<file path="config.mk">
export PLATFORM = sky130hd
export DESIGN_NAME = scc_core
export DESIGN_NICKNAME = d
export VERILOG_FILES = /design/src/scc_pkg.sv /design/src/scc_sync.sv /design/src/scc_core.sv
export SDC_FILE = /design/constraint.sdc
export NUM_CORES = 1
export LEC_CHECK = 0
export ABC_AREA = 1
export BUFFER_PORTS_ARGS = -buffer_cell sky130_fd_sc_hd__buf_4
export CAP_MARGIN = 20
export CELL_PAD_IN_SITES_DETAIL_PLACEMENT = 2
export CELL_PAD_IN_SITES_GLOBAL_PLACEMENT = 2
export CORE_ASPECT_RATIO = 0.9
export CORE_UTILIZATION = 36
export CTS_BUF_LIST = sky130_fd_sc_hd__clkbuf_8 sky130_fd_sc_hd__clkbuf_16
export DETAILED_ROUTE_END_ITERATION = 6
export PLACE_DENSITY_LB_ADDON = 0.1
export SYNTH_ARGS = -nofsm -noshare
export SYNTH_HDL_FRONTEND = slang
export SYNTH_SLANG_ARGS = --single-unit
</file>
<file path="constraint.sdc">
create_clock -name core_clk -period 21.3 [get_ports core_clk]
set_clock_uncertainty 0.2 [all_clocks]
set_input_delay 1.065 -clock core_clk [delete_from_list [all_inputs] [get_ports core_clk]]
set_output_delay 1.065 -clock core_clk [all_outputs]
set_load 0.02 [all_outputs]
</file>
<file path="src/scc_pkg.sv">
// Shared constants for the servo command select and clear block
package scc_pkg;

    // Register byte offsets
    localparam logic [7:0] ADDR_CTRL    = 8'h00;
    localparam logic [7:0] ADDR_PRESET1 = 8'h04;
    localparam logic [7:0] ADDR_PRESET2 = 8'h08;
    localparam logic [7:0] ADDR_PRESET3 = 8'h0C;
    localparam logic [7:0] ADDR_FF_FIX  = 8'h10;
    localparam logic [7:0] ADDR_GAIN    = 8'h14;
    localparam logic [7:0] ADDR_ASSIGN0 = 8'h18;
    localparam logic [7:0] ADDR_ASSIGN1 = 8'h1C;
    localparam logic [7:0] ADDR_DEV     = 8'h20;
    localparam logic [7:0] ADDR_STATUS  = 8'h24;
    localparam logic [7:0] ADDR_SPEED   = 8'h28;
    localparam logic [7:0] ADDR_FF_OUT  = 8'h2C;

    // Control register field positions
    localparam int STOP_LSB  = 0;
    localparam int CLR_LSB   = 4;
    localparam int FFSRC_LSB = 8;

    // Function assignment byte: input index, inverted sense, enable
    localparam int ASG_IDX_LSB = 0;
    localparam int ASG_INV_BIT = 3;
    localparam int ASG_EN_BIT  = 4;
    localparam int FN_COUNT    = 7;
    localparam int FN_SEL_A    = 0;
    localparam int FN_SEL_B    = 1;
    localparam int FN_RUN      = 2;
    localparam int FN_DIR      = 3;
    localparam int FN_RUN_FWD  = 4;
    localparam int FN_RUN_REV  = 5;
    localparam int FN_FF_EN    = 6;

    // Setting limits
    localparam logic [11:0] GAIN_MAX      = 12'hFA0;
    localparam logic [15:0] FF_FIX_MAX    = 16'h270F;
    localparam logic [15:0] FF_FIX_MIN    = 16'hD8F1;
    localparam logic [28:0] MV_PER_VOLT   = 29'h0000_03E8;

    // Reset values
    localparam logic [31:0] CTRL_RESET    = 32'h0000_0000;
    localparam logic [14:0] PRESET_RESET  = 15'h0000;
    localparam logic [15:0] FF_FIX_RESET  = 16'h0000;
    localparam logic [11:0] GAIN_RESET    = 12'h1F4;
    localparam logic [55:0] ASSIGN_RESET  = 56'h00_0000_0000_0000;

    // Positioning stop location
    typedef enum logic [1:0]
    {
        STOP_BETWEEN = 2'b00,
        STOP_EDGE    = 2'b01
    } scc_stop_type;

    // Deviation clear modes
    typedef enum logic [1:0]
    {
        CLR_OFF_LEVEL  = 2'b00,
        CLR_OFF_EDGE   = 2'b01,
        CLR_KEEP_LEVEL = 2'b10,
        CLR_KEEP_EDGE  = 2'b11
    } scc_clr_type;

    // Feed-forward source
    typedef enum logic [1:0]
    {
        FF_ANALOG = 2'b01,
        FF_FIXED  = 2'b10
    } scc_ffsrc_type;

endpackage

</file>
<file path="src/scc_sync.sv">
// Two-stage synchroniser for the general inputs and the clear input
`timescale 1ns/10ps
`default_nettype none
module scc_sync
(
    // Clock and reset
    input  wire logic       core_clk,
    input  wire logic       resetn,
    // Asynchronous pins and their synchronised copies
    input  wire logic [8:0] pin_in,
    output logic      [8:0] pin_sync
);

    typedef struct packed
    {
        logic [8:0] stage1;
        logic [8:0] stage2;
    } scc_sync_state_type;

    scc_sync_state_type state_reg;
    scc_sync_state_type state_next;

    always_comb
    begin
        state_next.stage1 = pin_in;
        state_next.stage2 = state_reg.stage1;
    end

    always_ff @(posedge core_clk or negedge resetn)
    begin
        if (!resetn)
            state_reg <= '0;
        else
            state_reg <= state_next;
    end

    assign pin_sync = state_reg.stage2;

endmodule
`default_nettype wire

</file>
<file path="src/scc_core.sv">
// Servo command selection: stop location, deviation clear, presets, feed-forward
// Behaviour
// Stop location 00 means between encoder pulses, 01 means on pulse edge.
// A clear request from the host forces the deviation counter to zero.
// Mode 0H: zero while servo off and while clear input is active.
// Mode 1H: zero while servo off, and once per clear rising edge.
// Mode 2H: keep count when servo off; clear while clear input active.
// Mode 3H: keep count when servo off; clear on clear rising edge only.
// Three preset speeds, each 0 to 32767 rpm.
// Presets apply only when their select condition holds, else analog command.
// Each function is tied to one of eight general inputs, ON or OFF.
// Run valid with direction invalid turns forward; both valid turn reverse.
// Positive-move valid drives forward, negative-move valid drives reverse.
// Feed-forward added in position control only while its select holds.
// Source 01 takes analog input, 02 takes the fixed preset value.
// Fixed feed-forward value is signed, -9999 to +9999 rpm.
// One gain, 0 to 4000 rpm per volt, scales analog command and compensation.
// Analog compensation comes from the analog velocity command channel.
// Feed-forward enable has its own input assignment, apart from source.
// Select A alone preset one, B alone two, both three, none analog.
// Positive and negative move both or neither valid gives zero speed.
//
// Added by the designer: the register addresses and the APB interface to the registers.
`timescale 1ns/10ps
`default_nettype none
module scc_core
(
    // Clock and reset
    input  wire logic               core_clk,
    input  wire logic               resetn,
    // APB slave
    input  wire logic               psel,
    input  wire logic               penable,
    input  wire logic               pwrite,
    input  wire logic [7:0]         paddr,
    input  wire logic [31:0]        pwdata,
    output logic      [31:0]        prdata,
    output logic                    pready,
    output logic                    pslverr,
    // Host pins
    input  wire logic [7:0]         general_input,
    input  wire logic               deviation_zero_request,
    // Amplifier state and pulse streams, same clock
    input  wire logic               servo_on,
    input  wire logic               position_mode,
    input  wire logic               cmd_step_fwd,
    input  wire logic               cmd_step_rev,
    input  wire logic               fb_step_fwd,
    input  wire logic               fb_step_rev,
    input  wire logic signed [15:0] analog_cmd_mv,
    // Command outputs
    output logic signed [31:0]      deviation_count,
    output logic                    stop_on_pulse_edge,
    output logic signed [16:0]      speed_command_rpm,
    output logic signed [16:0]      feedforward_rpm
);

    typedef struct packed
    {
        logic [1:0]         stop_sel;
        logic [1:0]         clr_mode;
        logic [1:0]         ff_src;
        logic [2:0][14:0]   preset;
        logic signed [15:0] ff_fixed;
        logic [11:0]        gain;
        logic [55:0]        assign_cfg;
        logic               clr_prev;
        logic [31:0]        dev;
        logic signed [16:0] speed;
        logic signed [16:0] ff;
        logic               stop_edge;
        logic [31:0]        rdata;
    } scc_core_state_type;

    scc_core_state_type state_reg;
    scc_core_state_type state_next;

    logic [8:0]          pins_sync;
    logic [7:0]          gi_sync;
    logic                clr_sync;
    logic [6:0]          cond;
    logic                clr_rise;
    logic                hold_zero;
    logic                addr_ok;
    logic [31:0]         rd_mux;
    logic signed [28:0]  scaled_wide;
    logic signed [16:0]  analog_rpm;
    logic signed [16:0]  preset_mag;
    logic                preset_used;
    logic signed [15:0]  wr_ff;
    logic [11:0]         wr_gain;

    // Host pins are asynchronous to core_clk
    scc_sync u_sync
    (
        .core_clk (core_clk),
        .resetn   (resetn),
        .pin_in   ({deviation_zero_request, general_input}),
        .pin_sync (pins_sync)
    );

    assign gi_sync  = pins_sync[7:0];
    assign clr_sync = pins_sync[8];

    // Per-function condition on an assigned general input
    genvar fn;
    generate
        for (fn = 0; fn < scc_pkg::FN_COUNT; fn++)
        begin : g_cond
            logic [7:0] asg;
            assign asg = state_reg.assign_cfg[fn*8 +: 8];
            assign cond[fn] = asg[scc_pkg::ASG_EN_BIT] &&
                (gi_sync[asg[scc_pkg::ASG_IDX_LSB +: 3]] ^ asg[scc_pkg::ASG_INV_BIT]);
        end
    endgenerate

    // Shared analog scaling; millivolts times rpm per volt
    assign scaled_wide = 29'(analog_cmd_mv) * $signed({17'h0_0000, state_reg.gain});
    assign analog_rpm  = 17'(scaled_wide / $signed(scc_pkg::MV_PER_VOLT));

    always_comb
    begin
        case (paddr)
            scc_pkg::ADDR_CTRL,    scc_pkg::ADDR_PRESET1, scc_pkg::ADDR_PRESET2,
            scc_pkg::ADDR_PRESET3, scc_pkg::ADDR_FF_FIX,  scc_pkg::ADDR_GAIN,
            scc_pkg::ADDR_ASSIGN0, scc_pkg::ADDR_ASSIGN1, scc_pkg::ADDR_DEV,
            scc_pkg::ADDR_STATUS,  scc_pkg::ADDR_SPEED,   scc_pkg::ADDR_FF_OUT:
                addr_ok = 1'b1;
            default:
                addr_ok = 1'b0;
        endcase
    end

    always_comb
    begin
        rd_mux = 32'h0000_0000;
        case (paddr)
            scc_pkg::ADDR_CTRL:
            begin
                rd_mux[scc_pkg::STOP_LSB +: 2]  = state_reg.stop_sel;
                rd_mux[scc_pkg::CLR_LSB +: 2]   = state_reg.clr_mode;
                rd_mux[scc_pkg::FFSRC_LSB +: 2] = state_reg.ff_src;
            end
            scc_pkg::ADDR_PRESET1: rd_mux[14:0] = state_reg.preset[0];
            scc_pkg::ADDR_PRESET2: rd_mux[14:0] = state_reg.preset[1];
            scc_pkg::ADDR_PRESET3: rd_mux[14:0] = state_reg.preset[2];
            scc_pkg::ADDR_FF_FIX:  rd_mux = 32'(state_reg.ff_fixed);
            scc_pkg::ADDR_GAIN:    rd_mux[11:0] = state_reg.gain;
            scc_pkg::ADDR_ASSIGN0: rd_mux = state_reg.assign_cfg[31:0];
            scc_pkg::ADDR_ASSIGN1: rd_mux[23:0] = state_reg.assign_cfg[55:32];
            scc_pkg::ADDR_DEV:     rd_mux = state_reg.dev;
            scc_pkg::ADDR_STATUS:
            begin
                rd_mux[6:0]  = cond;
                rd_mux[8]    = clr_sync;
                rd_mux[9]    = hold_zero;
                rd_mux[10]   = preset_used;
                rd_mux[11]   = state_reg.stop_edge;
            end
            scc_pkg::ADDR_SPEED:   rd_mux = 32'(state_reg.speed);
            scc_pkg::ADDR_FF_OUT:  rd_mux = 32'(state_reg.ff);
            default:               rd_mux = 32'h0000_0000;
        endcase
    end

    // Write-side clamps keep settings inside their legal ranges
    always_comb
    begin
        wr_ff = $signed(pwdata[15:0]);
        if (wr_ff > $signed(scc_pkg::FF_FIX_MAX))
            wr_ff = $signed(scc_pkg::FF_FIX_MAX);
        else if (wr_ff < $signed(scc_pkg::FF_FIX_MIN))
            wr_ff = $signed(scc_pkg::FF_FIX_MIN);
        wr_gain = (pwdata[31:12] != 20'h0_0000 || pwdata[11:0] > scc_pkg::GAIN_MAX)
                  ? scc_pkg::GAIN_MAX : pwdata[11:0];
    end

    // Deviation clear decision
    always_comb
    begin
        clr_rise  = clr_sync && !state_reg.clr_prev;
        hold_zero = 1'b0;
        unique case (scc_pkg::scc_clr_type'(state_reg.clr_mode))
            scc_pkg::CLR_OFF_LEVEL:  hold_zero = !servo_on || clr_sync;
            scc_pkg::CLR_OFF_EDGE:   hold_zero = !servo_on || clr_rise;
            scc_pkg::CLR_KEEP_LEVEL: hold_zero = clr_sync;
            scc_pkg::CLR_KEEP_EDGE:  hold_zero = clr_rise;
        endcase
    end

    // Preset choice from the two select conditions
    always_comb
    begin
        preset_used = cond[scc_pkg::FN_SEL_A] || cond[scc_pkg::FN_SEL_B];
        preset_mag  = 17'sh0_0000;
        unique case ({cond[scc_pkg::FN_SEL_B], cond[scc_pkg::FN_SEL_A]})
            2'b01:   preset_mag = $signed({2'b00, state_reg.preset[0]});
            2'b10:   preset_mag = $signed({2'b00, state_reg.preset[1]});
            2'b11:   preset_mag = $signed({2'b00, state_reg.preset[2]});
            2'b00:   preset_mag = 17'sh0_0000;
        endcase
    end

    always_comb
    begin
        state_next = state_reg;

        // APB read data is captured in the setup cycle
        if (psel && !penable)
            state_next.rdata = rd_mux;

        if (psel && penable && pwrite)
        begin
            case (paddr)
                scc_pkg::ADDR_CTRL:
                begin
                    state_next.stop_sel = pwdata[scc_pkg::STOP_LSB +: 2];
                    state_next.clr_mode = pwdata[scc_pkg::CLR_LSB +: 2];
                    state_next.ff_src   = pwdata[scc_pkg::FFSRC_LSB +: 2];
                end
                scc_pkg::ADDR_PRESET1: state_next.preset[0] = pwdata[14:0];
                scc_pkg::ADDR_PRESET2: state_next.preset[1] = pwdata[14:0];
                scc_pkg::ADDR_PRESET3: state_next.preset[2] = pwdata[14:0];
                scc_pkg::ADDR_FF_FIX:  state_next.ff_fixed  = wr_ff;
                scc_pkg::ADDR_GAIN:    state_next.gain      = wr_gain;
                scc_pkg::ADDR_ASSIGN0: state_next.assign_cfg[31:0]  = pwdata;
                scc_pkg::ADDR_ASSIGN1: state_next.assign_cfg[55:32] = pwdata[23:0];
                default:               state_next.rdata = state_reg.rdata;
            endcase
        end

        // Deviation count; the clear wins over pulses in the same cycle
        state_next.clr_prev = clr_sync;
        state_next.dev = state_reg.dev + 32'(cmd_step_fwd) - 32'(cmd_step_rev)
                         - 32'(fb_step_fwd) + 32'(fb_step_rev);
        if (hold_zero)
            state_next.dev = 32'h0000_0000;

        // Stop location handed to the position loop
        state_next.stop_edge =
            (scc_pkg::scc_stop_type'(state_reg.stop_sel) == scc_pkg::STOP_EDGE);

        // Velocity command
        if (!preset_used)
            state_next.speed = analog_rpm;
        else if (cond[scc_pkg::FN_RUN])
            state_next.speed = cond[scc_pkg::FN_DIR] ? -preset_mag : preset_mag;
        else if (cond[scc_pkg::FN_RUN_FWD] && !cond[scc_pkg::FN_RUN_REV])
            state_next.speed = preset_mag;
        else if (cond[scc_pkg::FN_RUN_REV] && !cond[scc_pkg::FN_RUN_FWD])
            state_next.speed = -preset_mag;
        else
            state_next.speed = 17'sh0_0000;

        // Feed-forward term, only in position control
        state_next.ff = 17'sh0_0000;
        if (position_mode && cond[scc_pkg::FN_FF_EN])
        begin
            if (state_reg.ff_src == scc_pkg::FF_ANALOG)
                state_next.ff = analog_rpm;
            else if (state_reg.ff_src == scc_pkg::FF_FIXED)
                state_next.ff = 17'(state_reg.ff_fixed);
        end
    end

    always_ff @(posedge core_clk or negedge resetn)
    begin
        if (!resetn)
        begin
            state_reg.stop_sel   <= scc_pkg::CTRL_RESET[scc_pkg::STOP_LSB +: 2];
            state_reg.clr_mode   <= scc_pkg::CTRL_RESET[scc_pkg::CLR_LSB +: 2];
            state_reg.ff_src     <= scc_pkg::CTRL_RESET[scc_pkg::FFSRC_LSB +: 2];
            state_reg.preset     <= {3{scc_pkg::PRESET_RESET}};
            state_reg.ff_fixed   <= scc_pkg::FF_FIX_RESET;
            state_reg.gain       <= scc_pkg::GAIN_RESET;
            state_reg.assign_cfg <= scc_pkg::ASSIGN_RESET;
            state_reg.clr_prev   <= 1'b0;
            state_reg.dev        <= 32'h0000_0000;
            state_reg.speed      <= 17'sh0_0000;
            state_reg.ff         <= 17'sh0_0000;
            state_reg.stop_edge  <= 1'b0;
            state_reg.rdata      <= 32'h0000_0000;
        end
        else
            state_reg <= state_next;
    end

    // Zero-wait slave; unmapped offsets answer with an error
    assign pready             = 1'b1;
    assign pslverr            = psel && penable && !addr_ok;
    assign prdata             = state_reg.rdata;
    assign deviation_count    = $signed(state_reg.dev);
    assign stop_on_pulse_edge = state_reg.stop_edge;
    assign speed_command_rpm  = state_reg.speed;
    assign feedforward_rpm    = state_reg.ff;

endmodule
`default_nettype wire

</file>
==> metrics.md <==
| Metric | Value |
|---|---|
| Async set-or-reset flop fraction in the synthesized netlist | `100%` |
| CTS tree | `built` |
| Worst min path class | `reg2reg` |
| Post-synthesis sequential area ratio | `22.9%` |
| CTS Buffer Depth | `3` |
| Via density | `roughly 5.2` |
| Vias in the first global route | `about 30,000` |
| Max_slew headroom | `26.4%` |
| Met2 usage | `between 40% and 50%` |
| Top_reg_cell synth | `dfrtp_1` |
| Critical Path AT | `19.59 ns` |
| Setup slack after placement | `1.25 ns` |
| Setup ws final | `between 1.5 and 2 ns` |
| Status | `complete, no violations` |
| Met1 Use GR | `36.0%` |
| Count of final setup violators | `0` |
| Die area | `around 80,000 um2` |
| Syn Area/Cell | `6.97 um2` |
| Worst-path fanout max | `37` |
| Avg WL per Cell | `roughly 21 um` |
| CP bufs+invs | `17` |
| Met3 Usage GRT | `3.07%` |
| GR peak layer | `met2` |
| Syn Inst Count | `~4,000` |
| Wirelength, routed | `106 mm` |
| Delay-heaviest family, CP | `simple AND/OR/NAND/NOR gates` |
| Clock root cell | `clkbuf_16` |
| Clock latency on the worst-skew pair | `between 0.5 and 0.6 ns` |
| Hold-fix buffers, CTS | `0` |
| FMAX | `51.8 MHz` |
| Top area cells in the synthesized netlist | `dfrtp_1, nand2_1, fa_1` |
| Fin crit share | `roughly nine tenths` |
| Syn nets | `around 4,300` |
| Max-slew violation count | `0` |
| CTS sink cnt | `253` |
| 1st-pass router iterations | `6` |
| #FFs+latches synth | `~250` |
| I/O Buffers | `175` |
| Fillers | `9,262` |
| IO Pins | `~180` |
| Critical path data required time | `21.57 ns` |
| Initial Util | `36.3%` |
| Num rows | `96` |
| Final Hold Viols | `0` |
| Total global routing track utilization | `27.6%` |
| Height of the die | `265 um` |
| Crit path time final | `19.32 ns` |
| DRT iter0 DRCs | `between 1,000 and 1,500` |
| Post-synth top area share | `~22%` |
| Share of layout cells above drive strength 1 | `13.3%` |
| Critical path capture point type | `flop` |
| Worst Tran Pin Value | `roughly 1.1 ns` |
| TritonCTS buffer count | `30` |
| Post-synth EDFFs | `0` |
| Core area | `76,200 um2` |
| Vias | `26,074` |
| Netlist Area Pre-Place | `27,700 um2` |
| First-pass GRT wire length | `~170 mm` |
| Ys Warns | `0` |
| Max reg flops | `80` |
| CP most frequent cell | `nand2_1` |
| Slowest stage delay, CP | `~0.84 ns` |
| Distinct cells, synth | `72` |
| Max-cap check violation count | `0` |
| Area grow syn2layout | `10.0%` |
| CTS clk-pin slew, worst paths | `roughly 0.06 ns` |
| Grt ovf | `0` |
| Detailed Place HPWL | `86.0 mm` |
| Routability Congestion | `0.860` |
| Crit-path slowest cell | `dfstp_2` |
| Largest net degree at the start of global routing | `114` |
| Cell taking the most area after synthesis | `dfrtp_1` |
| Hold_ws | `between 0.1 and 0.15 ns` |
| Antenna viol nets, final | `0` |
| Fin nets | `between 4,000 and 5,000` |
| H-Tree Level Count | `1` |
| Startpoint types | `flop` |
| Critical path class | `reg2reg` |
| Drt drc | `0` |
| Die width | `294 um` |
| Antenna violations before repair | `15` |
-- cell families after synthesis --
kind of cell	count (synthesis)	synth area share (%)
AND/OR/NAND/NOR	1711	28.3
buffers and inverters	1038	15.7
AO/OA/AOI/OAI	612	13.2
adder cells (fa/ha/maj)	283	17.7
flip-flops	253	22.9
XOR/XNOR	63	2.02
multiplexers	6	0.235
other	1	0.0136
-- repair_timing --
action,in CTS,in global routing
gates resized for setup,0,0
setup endpoints to repair,0,1
setup buffers,0,1
-- per-stage QoR --
step           utilization (%)  instance area, um2  std cells  setup TNS (ns)
2_1_floorplan                -               27700       3967               0
3_3_place_gp              38.4               29300       4988               0
3_5_place_dp              38.4               29300       4988               0
4_1_cts                   39.9               30400       5044               0
5_1_grt                   40.0               30400       5048         -0.0228
6_report                  40.0               30400       5048               0
-- area by class of cell --
type / instances / area, um2 / area share (%)
inverter: 830 / 3130 / 10.3
timing repair buffer: 202 / 1530 / 5.03
antenna: 2 / 5.00 / 0.0164
clock inverter: 19 / 284 / 0.933
clock buffer: 37 / 858 / 2.82
tap: 1029 / 1290 / 4.23
sequential: 253 / 6340 / 20.8
multi-input combinational: 2676 / 17000 / 55.8
-- cells in the final DEF (no fill, tap or decap), types with 8 or more instances in the layout --
master	Yosys	routed
nor2_1	222	221
a21o_1	10	10
inv_1	769	771
inv_2	50	50
o21ai_0	275	275
nand3_1	203	203
nand2_4	37	37
xor2_1	54	54
nand4_1	40	40
nand2_2	75	76
buf_4	103	200
a22oi_1	16	16
a31oi_1	15	15
nand3_2	28	28
nand3b_1	9	9
o21bai_1	8	8
clkbuf_16	0	31
o211ai_1	22	22
xnor2_1	8	8
dfrtp_1	247	247
o21ai_1	29	29
o22ai_1	23	23
nor2_2	30	31
a221oi_1	30	30
a21oi_1	122	122
nor2_4	8	8
nor4_1	8	8
nor3_1	37	37
fa_1	181	181
ha_1	102	102
nand2_1	996	995
-- Yosys cell counts, types with 15 or more instances --
cell type and instances:
a21oi_1 122, nand3_1 203, nor2_2 30, clkbuf_1 100, xor2_1 54, ha_1 102
a31oi_1 15, o21ai_0 275, nand2_1 996, fa_1 181, nand3_2 28, a22oi_1 16
inv_1 769, inv_2 50, nand4_1 40, nand2_4 37, nor2_1 222, dfrtp_1 247
o211ai_1 22, buf_4 103, nor3_1 37, o21ai_1 29, nand2_2 75, o22ai_1 23
a221oi_1 30
-- path summary, 6_finish.rpt --
| kind | from | endpoint | slack [ns] | cells after the start |
|---|---|---|---|---|
| max in group asynchronous | resetn | state_reg[172] | 19.00 | 2 |
| worst max-delay path | state_reg[160] | feedforward_rpm[16] | 1.98 | 128 |
| worst min-delay path | u_sync.state_next[3] | u_sync.pin_sync[3] | 0.15 | 0 |
| worst max register to register | state_reg[160] | feedforward_rpm[16] | 1.98 | 128 |
| min in group asynchronous | resetn | deviation_count[23] | 0.32 | 1 |
| worst min register to register | u_sync.state_next[3] | u_sync.pin_sync[3] | 0.15 | 0 |
-- routing by layer --
layer  share of wire (%)  vias up
met4                 2.3       24
met3                 4.0      142
li1                    -    12312
met1                  45    13195
met2                  49      401
met5                0.15        -
Power is not shown: default switching activity piles up to over one toggle a cycle in this logic, so the estimate is an artifact.
